===== config.mk =====
export PLATFORM = sky130hd
export DESIGN_NAME = tol_trip_logic
export DESIGN_NICKNAME = d
export VERILOG_FILES = /design/src/logic/tol_trip_logic.v
export VERILOG_INCLUDE_DIRS = /design/src /design/src/logic
export SDC_FILE = /design/constraint.sdc
export NUM_CORES = 1
export LEC_CHECK = 0
export BUFFER_PORTS_ARGS = -buffer_cell sky130_fd_sc_hd__buf_2
export CORE_ASPECT_RATIO = 0.5
export CORE_UTILIZATION = 35
export DETAILED_ROUTE_END_ITERATION = 16
export HOLD_SLACK_MARGIN = 0.1
export SLEW_MARGIN = 20
export SYNTH_ARGS = -nofsm -noshare
export SYNTH_HDL_FRONTEND = slang
export SYNTH_SLANG_ARGS = --single-unit

===== constraint.sdc =====
create_clock -name i_clk -period 2.3 [get_ports i_clk]
set_input_delay 0.23 -clock i_clk [delete_from_list [all_inputs] [get_ports i_clk]]
set_output_delay 0.23 -clock i_clk [all_outputs]
set_load 0.01 [all_outputs]

===== src/logic/tol_defs.vh =====
// Purpose: Constants for the thermal overload trip logic
// Assumes: 20 MHz clock, word-indexed register port
// Notes:   Percent values are in 0.1 % units
`ifndef TOL_DEFS_VH
`define TOL_DEFS_VH

// ----------------------------------------
// Register indexes
// ----------------------------------------
`define TOL_A_CTRL 4'h0
`define TOL_A_A1LVL 4'h1
`define TOL_A_A2LVL 4'h2
`define TOL_A_INHLVL 4'h3
`define TOL_A_TRPLVL 4'h4
`define TOL_A_TRPDLY 4'h5
`define TOL_A_SF 4'h6
`define TOL_A_KMAX 4'h7
`define TOL_A_KMIN 4'h8
`define TOL_A_TMIN 4'h9
`define TOL_A_TMAX 4'hA
`define TOL_A_INOM 4'hB
`define TOL_A_PICKUP 4'hC
`define TOL_A_STATUS 4'hD
`define TOL_A_MODE 4'hE

// ----------------------------------------
// Control fields
// ----------------------------------------
`define TOL_C_EN1 0
`define TOL_C_EN2 1
`define TOL_C_ENINH 2
`define TOL_C_ALLOW 3
`define TOL_C_MODE_LO 4
`define TOL_C_MODE_HI 6

// ----------------------------------------
// Reset values
// ----------------------------------------
`define TOL_R_A1LVL 11'h190
`define TOL_R_A2LVL 11'h190
`define TOL_R_INHLVL 11'h320
`define TOL_R_TRPLVL 11'h3E8
`define TOL_R_TRPDLY 20'h00000
`define TOL_R_SF 9'h064
`define TOL_R_K 9'h064
`define TOL_R_TMIN 10'h000
`define TOL_R_TMAX 10'h02D
`define TOL_R_INOM 12'h3E8
`define TOL_R_PICKUP 12'h3E8
`define TOL_K_ONE 9'h064
`define TOL_K_MAX 9'h1F4

// ----------------------------------------
// Load limits, current in 0.1 % of nominal
// ----------------------------------------
`define TOL_I_LIGHT 12'h00A
`define TOL_I_HIGH 12'h7D0

// ----------------------------------------
// Timing
// ----------------------------------------
`define TOL_CLK_NS 50
`define TOL_PCYC_NS 5000000
`define TOL_PCYC_CYC (`TOL_PCYC_NS / `TOL_CLK_NS)
`define TOL_BLK_LEAD_MS 5

`endif


===== src/logic/tol_trip_logic.v =====
// Purpose: Alarm, inhibit and trip decisions of a machine
//          thermal overload stage, with blocking and status
// Assumes: Thermal capacity arrives from same-clock logic
// Notes:   Decisions are taken once per program cycle tick
//
// The implementer's own choices: the address map and strobed register access.
`timescale 1ns/100ps
`include "tol_defs.vh"

// Operation
// - Alarm 1 output only when enabled
// - Alarm 1 at capacity reaching its level
// - Alarm 2 output only when enabled
// - Alarm 2 at capacity reaching its level
// - Inhibit when enabled and level reached
// - Trip at level after settable delay
// - Sample blocking at every program cycle start
// - Unblocked pick-up gives start, then timing
// - Blocked pick-up gives blocked, nothing more
// - Late blocking clears start, releases timer
// - Report condition; Normal drives no output but start
// - Report light load and high overload
// - Report overloading and normal load
// - Bad service factor: fault, use 1.0
// - Bad ambient settings: fault, use 1.0
// - Bad nominal current setting: fault, use 1.0
// - Flag inconsistent ambient coefficient settings
// - Show behaviour mode only when allowed
module tol_trip_logic #(
  parameter P_PCYC_CYC = `TOL_PCYC_CYC,
  parameter P_CAP_W = 11,
  parameter P_CUR_W = 12
) (
  input wire i_clk,
  input wire i_srst,
  input wire [3:0] i_addr,
  input wire [31:0] i_wdata,
  input wire i_wr,
  input wire i_rd,
  output reg [31:0] o_rdata,
  input wire [P_CAP_W-1:0] i_therm_cap,
  input wire [P_CUR_W-1:0] i_cur,
  input wire i_block,
  output wire o_alarm1,
  output wire o_alarm2,
  output wire o_inhibit,
  output wire o_trip,
  output wire o_start,
  output wire o_blocked,
  output wire o_pcyc_tick,
  output wire [2:0] o_condition,
  output wire [1:0] o_load_status,
  output wire [3:0] o_set_fault,
  output wire [8:0] o_sf_used,
  output wire [8:0] o_kmax_used,
  output wire [8:0] o_kmin_used,
  output wire [11:0] o_inom_used,
  output wire [2:0] o_node_mode,
  output wire o_node_mode_vis
);

  // ----------------------------------------
  // Local codes
  // ----------------------------------------
  localparam [2:0] COND_NORMAL = 3'h0;
  localparam [2:0] COND_A1 = 3'h1;
  localparam [2:0] COND_A2 = 3'h2;
  localparam [2:0] COND_INH = 3'h3;
  localparam [2:0] COND_TRIP = 3'h4;
  localparam [2:0] COND_BLK = 3'h5;
  localparam [1:0] LOAD_LIGHT = 2'h0;
  localparam [1:0] LOAD_NORMAL = 2'h1;
  localparam [1:0] LOAD_OVER = 2'h2;
  localparam [1:0] LOAD_HIGH = 2'h3;
  localparam [2:0] MODE_ON = 3'h0;
  localparam [2:0] MODE_BLK = 3'h1;
  localparam [2:0] MODE_TEST = 3'h2;
  localparam [2:0] MODE_TBLK = 3'h3;
  localparam [2:0] MODE_OFF = 3'h4;
  localparam [31:0] PCYC_END = P_PCYC_CYC - 1;
  localparam [16:0] PCYC_LAST = PCYC_END[16:0];

  // ----------------------------------------
  // Settings
  // ----------------------------------------
  reg [6:0] ctrl_q;
  reg [10:0] a1_lvl_q;
  reg [10:0] a2_lvl_q;
  reg [10:0] inh_lvl_q;
  reg [10:0] trp_lvl_q;
  reg [19:0] trp_dly_q;
  reg [8:0] sf_q;
  reg [8:0] kmax_q;
  reg [8:0] kmin_q;
  reg [9:0] tmin_q;
  reg [9:0] tmax_q;
  reg [11:0] inom_q;
  reg [11:0] pickup_q;

  // ----------------------------------------
  // State
  // ----------------------------------------
  reg [16:0] div_q;
  reg tick_q;
  reg blk_s1_q;
  reg blk_s2_q;
  reg a1_q;
  reg a2_q;
  reg inh_q;
  reg start_q;
  reg trip_q;
  reg blocked_q;
  reg [19:0] dly_cnt_q;
  reg [2:0] cond_q;
  reg [1:0] load_q;
  reg [2:0] cond_d;
  reg [1:0] load_d;
  reg [31:0] rdata_d;
  reg a1_d;
  reg a2_d;
  reg inh_d;
  reg start_d;
  reg trip_d;
  reg blocked_d;
  reg [19:0] dly_cnt_d;

  wire [2:0] mode;
  wire mode_off;
  wire mode_blk;
  wire blk_eff;
  wire pickup;
  wire sf_bad;
  wire amb_bad;
  wire inom_bad;
  wire kinc_bad;
  wire [10:0] cap;

  // ----------------------------------------
  // Program cycle divider
  // ----------------------------------------
  always @(posedge i_clk) begin
    if (i_srst) begin
      div_q <= 17'h00000;
      tick_q <= 1'b0;
    end else if (div_q == PCYC_LAST) begin
      div_q <= 17'h00000;
      tick_q <= 1'b1;
    end else begin
      div_q <= div_q + 17'h00001;
      tick_q <= 1'b0;
    end
  end

  // ----------------------------------------
  // Blocking input synchroniser
  // ----------------------------------------
  always @(posedge i_clk) begin
    if (i_srst) begin
      blk_s1_q <= 1'b0;
      blk_s2_q <= 1'b0;
    end else begin
      blk_s1_q <= i_block;
      blk_s2_q <= blk_s1_q;
    end
  end

  // ----------------------------------------
  // Behaviour mode
  // ----------------------------------------
  assign mode = ctrl_q[`TOL_C_MODE_HI:`TOL_C_MODE_LO];
  assign mode_off = (mode == MODE_OFF);
  assign mode_blk = (mode == MODE_BLK) || (mode == MODE_TBLK);
  assign blk_eff = blk_s2_q | mode_blk;
  assign cap = i_therm_cap[10:0];
  assign pickup = (cap >= trp_lvl_q);

  // ----------------------------------------
  // Decision logic, once per program cycle
  // ----------------------------------------
  always @* begin
    a1_d = ctrl_q[`TOL_C_EN1] & (cap >= a1_lvl_q);
    a2_d = ctrl_q[`TOL_C_EN2] & (cap >= a2_lvl_q);
    inh_d = ctrl_q[`TOL_C_ENINH] & (cap >= inh_lvl_q);
    start_d = 1'b0;
    trip_d = 1'b0;
    blocked_d = 1'b0;
    dly_cnt_d = 20'h00000;
    if (pickup && blk_eff) begin
      blocked_d = 1'b1;
    end else if (pickup) begin
      start_d = 1'b1;
      trip_d = (dly_cnt_q >= trp_dly_q);
      dly_cnt_d = trip_d ? dly_cnt_q : dly_cnt_q + 20'h00001;
    end
  end

  always @(posedge i_clk) begin
    if (i_srst || mode_off) begin
      a1_q <= 1'b0;
      a2_q <= 1'b0;
      inh_q <= 1'b0;
      start_q <= 1'b0;
      trip_q <= 1'b0;
      blocked_q <= 1'b0;
      dly_cnt_q <= 20'h00000;
      cond_q <= COND_NORMAL;
    end else if (tick_q) begin
      a1_q <= a1_d;
      a2_q <= a2_d;
      inh_q <= inh_d;
      start_q <= start_d;
      trip_q <= trip_d;
      blocked_q <= blocked_d;
      dly_cnt_q <= dly_cnt_d;
      cond_q <= cond_d;
    end
  end

  // ----------------------------------------
  // Condition and load status
  // ----------------------------------------
  always @* begin
    if (trip_d) begin
      cond_d = COND_TRIP;
    end else if (blocked_d) begin
      cond_d = COND_BLK;
    end else if (inh_d) begin
      cond_d = COND_INH;
    end else if (a2_d) begin
      cond_d = COND_A2;
    end else if (a1_d) begin
      cond_d = COND_A1;
    end else begin
      cond_d = COND_NORMAL;
    end
    if (i_cur < `TOL_I_LIGHT) begin
      load_d = LOAD_LIGHT;
    end else if (i_cur > `TOL_I_HIGH) begin
      load_d = LOAD_HIGH;
    end else if (i_cur > pickup_q) begin
      load_d = LOAD_OVER;
    end else begin
      load_d = LOAD_NORMAL;
    end
  end

  always @(posedge i_clk) begin
    if (i_srst) begin
      load_q <= LOAD_LIGHT;
    end else if (tick_q) begin
      load_q <= load_d;
    end
  end

  // ----------------------------------------
  // Setting checks
  // ----------------------------------------
  assign sf_bad = (sf_q < `TOL_K_ONE) || (sf_q > `TOL_K_MAX);
  assign amb_bad = (kmax_q == 9'h000) || (kmax_q > `TOL_K_MAX) ||
                   (kmin_q == 9'h000) || (kmin_q > `TOL_K_MAX);
  assign inom_bad = (inom_q == 12'h000);
  assign kinc_bad = (tmin_q >= tmax_q);

  // ----------------------------------------
  // Outputs
  // ----------------------------------------
  // Normal condition keeps o_alarm1, o_alarm2, o_inhibit, o_trip and o_blocked low; o_start can be high while the trip delay runs
  assign o_alarm1 = a1_q;
  assign o_alarm2 = a2_q;
  assign o_inhibit = inh_q;
  assign o_trip = trip_q;
  assign o_start = start_q;
  assign o_blocked = blocked_q;
  assign o_pcyc_tick = tick_q;
  assign o_condition = cond_q;
  assign o_load_status = load_q;
  assign o_set_fault = {kinc_bad, inom_bad, amb_bad, sf_bad};
  assign o_sf_used = sf_bad ? `TOL_K_ONE : sf_q;
  assign o_kmax_used = amb_bad ? `TOL_K_ONE : kmax_q;
  assign o_kmin_used = amb_bad ? `TOL_K_ONE : kmin_q;
  assign o_inom_used = inom_bad ? {3'h0, `TOL_K_ONE} : inom_q;
  assign o_node_mode_vis = ctrl_q[`TOL_C_ALLOW];
  assign o_node_mode = ctrl_q[`TOL_C_ALLOW] ? mode : MODE_ON;

  // ----------------------------------------
  // Register writes
  // ----------------------------------------
  always @(posedge i_clk) begin
    if (i_srst) begin
      ctrl_q <= 7'h00;
      a1_lvl_q <= `TOL_R_A1LVL;
      a2_lvl_q <= `TOL_R_A2LVL;
      inh_lvl_q <= `TOL_R_INHLVL;
      trp_lvl_q <= `TOL_R_TRPLVL;
      trp_dly_q <= `TOL_R_TRPDLY;
      sf_q <= `TOL_R_SF;
      kmax_q <= `TOL_R_K;
      kmin_q <= `TOL_R_K;
      tmin_q <= `TOL_R_TMIN;
      tmax_q <= `TOL_R_TMAX;
      inom_q <= `TOL_R_INOM;
      pickup_q <= `TOL_R_PICKUP;
    end else if (i_wr) begin
      case (i_addr)
        `TOL_A_CTRL: ctrl_q <= i_wdata[6:0];
        `TOL_A_A1LVL: a1_lvl_q <= i_wdata[10:0];
        `TOL_A_A2LVL: a2_lvl_q <= i_wdata[10:0];
        `TOL_A_INHLVL: inh_lvl_q <= i_wdata[10:0];
        `TOL_A_TRPLVL: trp_lvl_q <= i_wdata[10:0];
        `TOL_A_TRPDLY: trp_dly_q <= i_wdata[19:0];
        `TOL_A_SF: sf_q <= i_wdata[8:0];
        `TOL_A_KMAX: kmax_q <= i_wdata[8:0];
        `TOL_A_KMIN: kmin_q <= i_wdata[8:0];
        `TOL_A_TMIN: tmin_q <= i_wdata[9:0];
        `TOL_A_TMAX: tmax_q <= i_wdata[9:0];
        `TOL_A_INOM: inom_q <= i_wdata[11:0];
        `TOL_A_PICKUP: pickup_q <= i_wdata[11:0];
        default: begin
        end
      endcase
    end
  end

  // ----------------------------------------
  // Register reads
  // ----------------------------------------
  always @* begin
    rdata_d = 32'h00000000;
    case (i_addr)
      `TOL_A_CTRL: begin
        rdata_d = {25'h0000000, ctrl_q};
      end
      `TOL_A_A1LVL: begin
        rdata_d = {21'h000000, a1_lvl_q};
      end
      `TOL_A_A2LVL: begin
        rdata_d = {21'h000000, a2_lvl_q};
      end
      `TOL_A_INHLVL: begin
        rdata_d = {21'h000000, inh_lvl_q};
      end
      `TOL_A_TRPLVL: begin
        rdata_d = {21'h000000, trp_lvl_q};
      end
      `TOL_A_TRPDLY: begin
        rdata_d = {12'h000, trp_dly_q};
      end
      `TOL_A_SF: begin
        rdata_d = {23'h000000, sf_q};
      end
      `TOL_A_KMAX: begin
        rdata_d = {23'h000000, kmax_q};
      end
      `TOL_A_KMIN: begin
        rdata_d = {23'h000000, kmin_q};
      end
      `TOL_A_TMIN: begin
        rdata_d = {22'h000000, tmin_q};
      end
      `TOL_A_TMAX: begin
        rdata_d = {22'h000000, tmax_q};
      end
      `TOL_A_INOM: begin
        rdata_d = {20'h00000, inom_q};
      end
      `TOL_A_PICKUP: begin
        rdata_d = {20'h00000, pickup_q};
      end
      `TOL_A_STATUS: begin
        rdata_d = {17'h00000, o_set_fault, load_q, cond_q,
                   blocked_q, start_q, trip_q, inh_q, a2_q, a1_q};
      end
      `TOL_A_MODE: begin
        rdata_d = {28'h0000000, o_node_mode_vis, o_node_mode};
      end
      default: begin
        rdata_d = 32'h00000000;
      end
    endcase
  end

  always @(posedge i_clk) begin
    if (i_srst) begin
      o_rdata <= 32'h00000000;
    end else if (i_rd) begin
      o_rdata <= rdata_d;
    end else begin
      o_rdata <= 32'h00000000;
    end
  end

endmodule // tol_trip_logic


* Yosys cells after proc, flatten, opt, wreduce, memory -nomap -nowiden *
Index checks and enable logic that the tools add are counted.

operators by class
  add/sub/neg operators = 2
  magnitude comparators = 13
  equal/unequal tests = 19
  muxes and demuxes = 23
  bitwise logic cells = 5
  reductions and logical operators = 27

operators with widths
  kind                     count
  $pmux W20 S15            1
  $mux W20                 3
  $ge A11 B11 Y1           4
  $eq A4 B4 Y1 const B     7
  $reduce_and A2 Y1        14
  $gt A9 B9 Y1 const B     3
  $mux W9                  3
  $add A20 B1 Y20 const B  1
  $ge A20 B20 Y1           1
  $logic_not A9 Y1         2
  $add A17 B1 Y17 const B  1
  $eq A17 B17 Y1 const B   1
  $eq A4 B3 Y1 const B     4
  $gt A12 B11 Y1 const B   1
  $gt A12 B12 Y1           1
  $logic_not A12 Y1        1
  $lt A12 B4 Y1 const B    1
  $mux W12                 1
  $ge A10 B10 Y1           1
  $mux W2                  5
  $lt A9 B7 Y1 const B     1
  $mux W3                  3
  $eq A4 B2 Y1 const B     2
  $mux W1                  7
  12 further kinds         20

storage, ports and cells
  register bits after elaboration = 225
  input bits = 64
  output and inout port bits = 91
  word-level logic and storage cells = 116

* Logic depth before layout (Yosys ltp) *
  depth in word-level cells = 7
  depth in mapped cells = 10
  mapped depth without buffers = 9

* Worst setup path before layout *
OpenSTA, ideal clock, no wires.

  path kind = reg2reg
  start point = reg dly_cnt_q[0]
  end point = reg dly_cnt_q[3]
  library setup time = 71 ps
  arrival time = 2035 ps
  required time = 2229 ps
  slack = 194 ps
  stages on the path, launching flop included = 11
  buffers on the path = 1
  clock period less this slack = 2106 ps
  cell sequence = dfxtp_1 inv_1 ha_1 nor3b_1 nor2_1 o31ai_1 a21o_2 a22oi_2 buf_2 or3_1 a21oi_1

between the ends
  longest elaborated chain between the ends = 4
  elaborated cells on any way between the ends = 7
  those cells by class = 1 x add/sub; 1 x order compare; 1 x eq/ne; 3 x mux; 1 x reduce/logical

RTL lines
  item                    RTL line              RTL
  start, declared         tol_trip_logic.v:113  reg [19:0] dly_cnt_q;
  start signal, assigned  tol_trip_logic.v:214  dly_cnt_q <= dly_cnt_d;
  $add A20 B1 Y20         tol_trip_logic.v:193  dly_cnt_d = trip_d ? dly_cnt_q : dly_cnt_q + 20'h00001;
  $mux W20                tol_trip_logic.v:193
  $mux W20                tol_trip_logic.v:190  end else if (pickup) begin
  $mux W20                tol_trip_logic.v:188  if (pickup && blk_eff) begin

Several ways; a longest one is shown, not always the timed one. The select of a mux whose other input is x is not followed.
A chain may end at the register's enable or synchronous reset.

* Worst setup path in the final report *
  start point = reg kmin_q[0]
  end point = out o_kmin_used[2]

between the ends
  longest elaborated chain between the ends = 4
  elaborated cells on any way between the ends = 5
  those cells by class = 1 x order compare; 1 x mux; 3 x reduce/logical

RTL lines
  item                                                                  RTL line              RTL
  start, declared                                                       tol_trip_logic.v:94   reg [8:0] kmin_q;
  start signal, assigned                                                tol_trip_logic.v:298  kmin_q <= `TOL_R_K;
  start signal, assigned                                                tol_trip_logic.v:313  `TOL_A_KMIN: kmin_q <= i_wdata[8:0];
  parallel branches: the longest is 2 deep, another holds $gt A9 B9 Y1  n/a
  $logic_or A1 B1 Y1 (*)                                                tol_trip_logic.v:259  assign amb_bad = (kmax_q == 9'h000) || (kmax_q > `TOL_K_MAX) ||
  $mux W9 (*)                                                           tol_trip_logic.v:280  assign o_kmin_used = amb_bad ? `TOL_K_ONE : kmin_q;
  end, declared                                                         tol_trip_logic.v:56   output wire [8:0] o_kmin_used,

Every way passes the cells marked *.

==> impl_table.tex <==
\begin{tabular}{lr}
\hline
Metric & Value \\
\hline
\multicolumn{2}{l}{\textbf{Outcome}} \\
Run status & finished with violations \\
Failing checks & negative setup slack \\
\multicolumn{2}{l}{\textbf{Global routing}} \\
Initial antenna violation count & 1 \\
Congestion Overflow GR & 0 \\
Largest net degree at the start of global routing & just over 80 \\
Global routing usage summed across all routing layers & 0.248 \\
Global-route wire length before repair & approximately 64000 um \\
Via count of the first global-routing pass & 10500 \\
\multicolumn{2}{l}{\textbf{Die}} \\
FP Rows & 46 \\
Number of placed I/O pins & 155 \\
Die Width & around 260 um \\
Die extent in y & 130 um \\
Core area & around 32000 um2 \\
Initial cell density of the core & 0.359 \\
Die Outline Area & 33600 um2 \\
\multicolumn{2}{l}{\textbf{Synthesis}} \\
Mux share of post-synthesis cell area & 0.00968 \\
Number of cells produced by synthesis & $\sim$1500 \\
Post-synthesis adder-cell area fraction & 0.0957 \\
Fraction of registers with async set or reset after synthesis & 0 \\
Yosys warning count & 0 \\
Main combinational cell family by area after synthesis & simple AND/OR/NAND/NOR gates \\
Total standard cell area after synthesis & 11500 um2 \\
Most frequent cells after synthesis & nand2\_1 (252), dfxtp\_1 (213), a21oi\_1 (154) \\
Primary FF master, synth & dfxtp\_1 \\
Distinct cell type count after synthesis & 66 \\
Sequential fraction of the synthesis area & 0.371 \\
Post-synthesis share of cell area spent on and, or, nand and nor gates & 0.240 \\
Synth area leaders & dfxtp\_1 (37\%), ha\_1 (9.6\%), nand2\_1 (8.2\%) \\
Flip-flop and latch count after synthesis & 213 \\
Post-synth EDFFs & 0 \\
XOR/XNOR Fraction of Synth Area & 0.0114 \\
Yosys top cell area share & 0.371 \\
Mean post-synth cell area & between 7 and 8 um2 \\
Leading area contributor after synthesis & dfxtp\_1 \\
Synth Area in Compound Gates & 0.199 \\
Cell with the most instances after synthesis & nand2\_1 \\
\multicolumn{2}{l}{\textbf{Pwr}} \\
Power density relative to cell area & roughly 580 nW/um2 \\
Clock network fraction of total power & 0.467 \\
Pint & between 6 and 7 mW \\
Switching part of the total power & 0.255 \\
VDD IR-drop max & between 0.4 and 0.5 mV \\
Comb power frac & 0.097 \\
Leakage power summed over all cells & 6.24 nW \\
Switching Power & about 2.2 mW \\
Sequential share of power & 0.436 \\
Overall power & 8.69 mW \\
\multicolumn{2}{l}{\textbf{Worst setup path}} \\
Kind of start point of the critical path & flop \\
Buffers \& Inverters on Critical Path & 2 \\
Crit path max-delay family & compound AO/OA/AOI/OAI gates \\
Delay of the slowest cell on the worst path & $\sim$0.32 ns \\
Endpoint type of the worst setup path & primary output \\
Cell Chain, Critical Path & o21a\_1, o2111ai\_2, o41ai\_4, a221oi\_2, buf\_4, or2b\_1, buf\_2 \\
Highest fanout seen on the critical path & 9 \\
Kind of critical path & reg2out \\
Crit-path slowest cell & dfxtp\_2 \\
WP data required & about 2.1 ns \\
Critical Path AT & 2.22 ns \\
\multicolumn{2}{l}{\textbf{Route}} \\
Length of routed wiring on met1 & $\sim$19000 um \\
Wire per inst & between 20 and 25 um \\
Length of routed met3 wiring & 3760 um \\
Starting DRT DRC Count & about 1300 \\
Count of nets left with antenna violations after detail routing & 0 \\
DR pass1 iterations & 5 \\
Remaining DRCs & 0 \\
Via/cell ratio & between 5 and 6 \\
Detailed-route wire length & 42900 um \\
Routed length on met2 & approximately 19000 um \\
Via Count & approximately 12000 \\
Top layer in use & met4 \\
\multicolumn{2}{l}{\textbf{STA}} \\
Max Freq & slightly above 400 MHz \\
Final worst-path cycle share & 1.06 \\
Final setup violation count & 21 \\
Number of max-slew violations in the final report & 0 \\
Measured slew at the worst slew-check pin & approximately 0.65 ns \\
Post-Route Skew & roughly 0.020 ns \\
Setup repair after global routing missed its margin & true \\
Worst slew margin relative to its limit & 0.564 \\
Final hold viol count & 0 \\
Shortest clock period the worst path allows after layout & $\sim$2.4 ns \\
Least setup slack across all paths after layout & -0.149 ns \\
Summed negative setup slack over all endpoints & -1.27 ns \\
\multicolumn{2}{l}{\textbf{Placement}} \\
Routability congestion estimate from global placement & $\sim$0.95 \\
HPWL Detailed & around 31000 um \\
Port-buffer cells & between 100 and 150 \\
\multicolumn{2}{l}{\textbf{Clock tree}} \\
Number of levels in the clock H-tree & 1 \\
Buffer levels on the longest clock path & 3 \\
Root buffer cell & clkbuf\_16 \\
Clock transition at path regs & about 0.07 ns \\
Worst skew pair latency & approximately 0.53 ns \\
Cts bufs inserted & 22 \\
TritonCTS clock tree & done \\
Clock Sink Count & approximately 210 \\
\multicolumn{2}{l}{\textbf{Min path}} \\
Hold Path Class & in2reg \\
\multicolumn{2}{l}{\textbf{Final layout}} \\
Final-layout fill cell count & roughly 3200 \\
Final core occ & 0.467 \\
NumNets Final & approximately 1800 \\
Layout-stage area growth over the synthesis result & 29.9\% \\
Proportion of layout cells with a drive suffix above 1 & 0.247 \\
\multicolumn{2}{l}{\textbf{Run}} \\
\# Max-Cap Violations & 0 \\
\hline
\end{tabular}
## layout make-up
type                       count  area, um2  share of cell area
antenna                        2       5.00            0.000335
multi-input combinational   1057       6920               0.463
inverter                      98        368              0.0246
tap                          432        541              0.0362
sequential                   213       4300               0.288
clock inverter                10        160              0.0107
timing repair buffer         285       2010               0.134
clock buffer                  30        642              0.0430
## per-layer routing
metal  vias up  track usage
met2       487        0.387
met5         -            0
met4         0       0.0686
met1      5546        0.352
li1       5534            -
met3        92       0.0418
## cell usage in the layout (no fill, tap or decap), drive strengths merged, types with 6 or more instances in the layout
cell type and count:
a22o 17, nand3 59, a21o 18, nand2 252, nand3b 17, buf 262, dfxtp 213, a22oi 28
a21oi 155, nor4 14, or4 7, o31ai 6, conb 12, nor2 82, a31oi 16, or3 12
nor3 18, nor2b 9, and3 34, o21ai 36, clkbuf 32, nand2b 12, xor2 11, nand4 13
dlygate4sd3 21, a221oi 21, a211o 22, mux2i 10, and2 28, inv 98, ha 88
## stage by stage
| stage | hold WS [ns] | setup slack, ns | area, um2 | cells |
|---|---|---|---|---|
| after floorplan | 0.348 | 0.194 | 11500 | 1475 |
| after detailed placement | 0.448 | -0.0602 | 13300 | 2052 |
| after global placement | 0.441 | -0.177 | 13300 | 2051 |
| after CTS | 0.103 | -0.110 | 14400 | 2117 |
| after global routing | 0.126 | -0.236 | 14900 | 2125 |
| final | 0.126 | -0.149 | 14900 | 2127 |
## repair_timing
| action | 4_1_cts | 5_1_grt |
|---|---|---|
| gates resized for setup | 27 | 103 |
| cloned | 0 | 3 |
| pin swaps | 7 | 51 |
| hold buffers | 21 | 0 |
| setup endpoints to repair | 24 | 42 |
| hold endpoints to repair | 25 | 0 |
| setup buffers | 4 | 5 |
## flip-flops by register name, indices dropped and copies added, names as in the netlist, 2 cells and up
| name | flops |
|---|---|
| a1_lvl_q | 11 |
| a2_lvl_q | 11 |
| ctrl_q | 7 |
| div_q | 17 |
| dly_cnt_q | 20 |
| inh_lvl_q | 11 |
| inom_q | 12 |
| kmax_q | 9 |
| kmin_q | 9 |
| o_condition | 3 |
| o_load_status | 2 |
| o_rdata | 20 |
| pickup_q | 12 |
| sf_q | 9 |
| tmax_q | 10 |
| tmin_q | 10 |
| trp_dly_q | 20 |
| trp_lvl_q | 11 |
## worst paths after layout
kind,from,end,slack (ns),depth (start not counted)
worst max-delay path,kmin_q[0]$_SDFFE_PP0P_,o_kmin_used[2],-0.15,7
worst min-delay path,i_cur[11],o_load_status[0]$_SDFFE_PP0P_,0.13,4
worst max register to register,dly_cnt_q[17]$_SDFFE_PP0P_,dly_cnt_q[15]$_SDFFE_PP0P_,-0.03,9
worst min register to register,blk_s1_q$_SDFF_PP0_,blk_s2_q$_SDFF_PP0_,0.45,1
## cell families after synthesis
kind of cell    after synthesis
simple gates                576
compound gates              355
flops                       213
buf+inv                     205
fa+ha+maj                    88
xor+xnor                     15
mux                          11
other cells                   1
## worst register-to-register path: stages, from the launching register on
cell,delay [ns]
dfxtp_1,0.41
ha_4,0.23
nand4_1,0.12
buf_4,0.14
a31oi_4,0.04
nor4_4,0.32
a22oi_2,0.21
buf_12,0.19
or4_1,0.46
a21oi_1,0.14
## power by group through the flow
stage / registers, mW / logic, mW / clock network (mW)
after floorplan: 3.85 / 0.425 / 0
after global placement: 3.87 / 0.746 / 0
after detailed placement: 3.87 / 0.750 / 0
after CTS: 3.78 / 0.784 / 4.08
after global routing: 3.79 / 0.911 / 4.25
final: 3.79 / 0.846 / 4.06
Power figures use the tool's default switching activity.
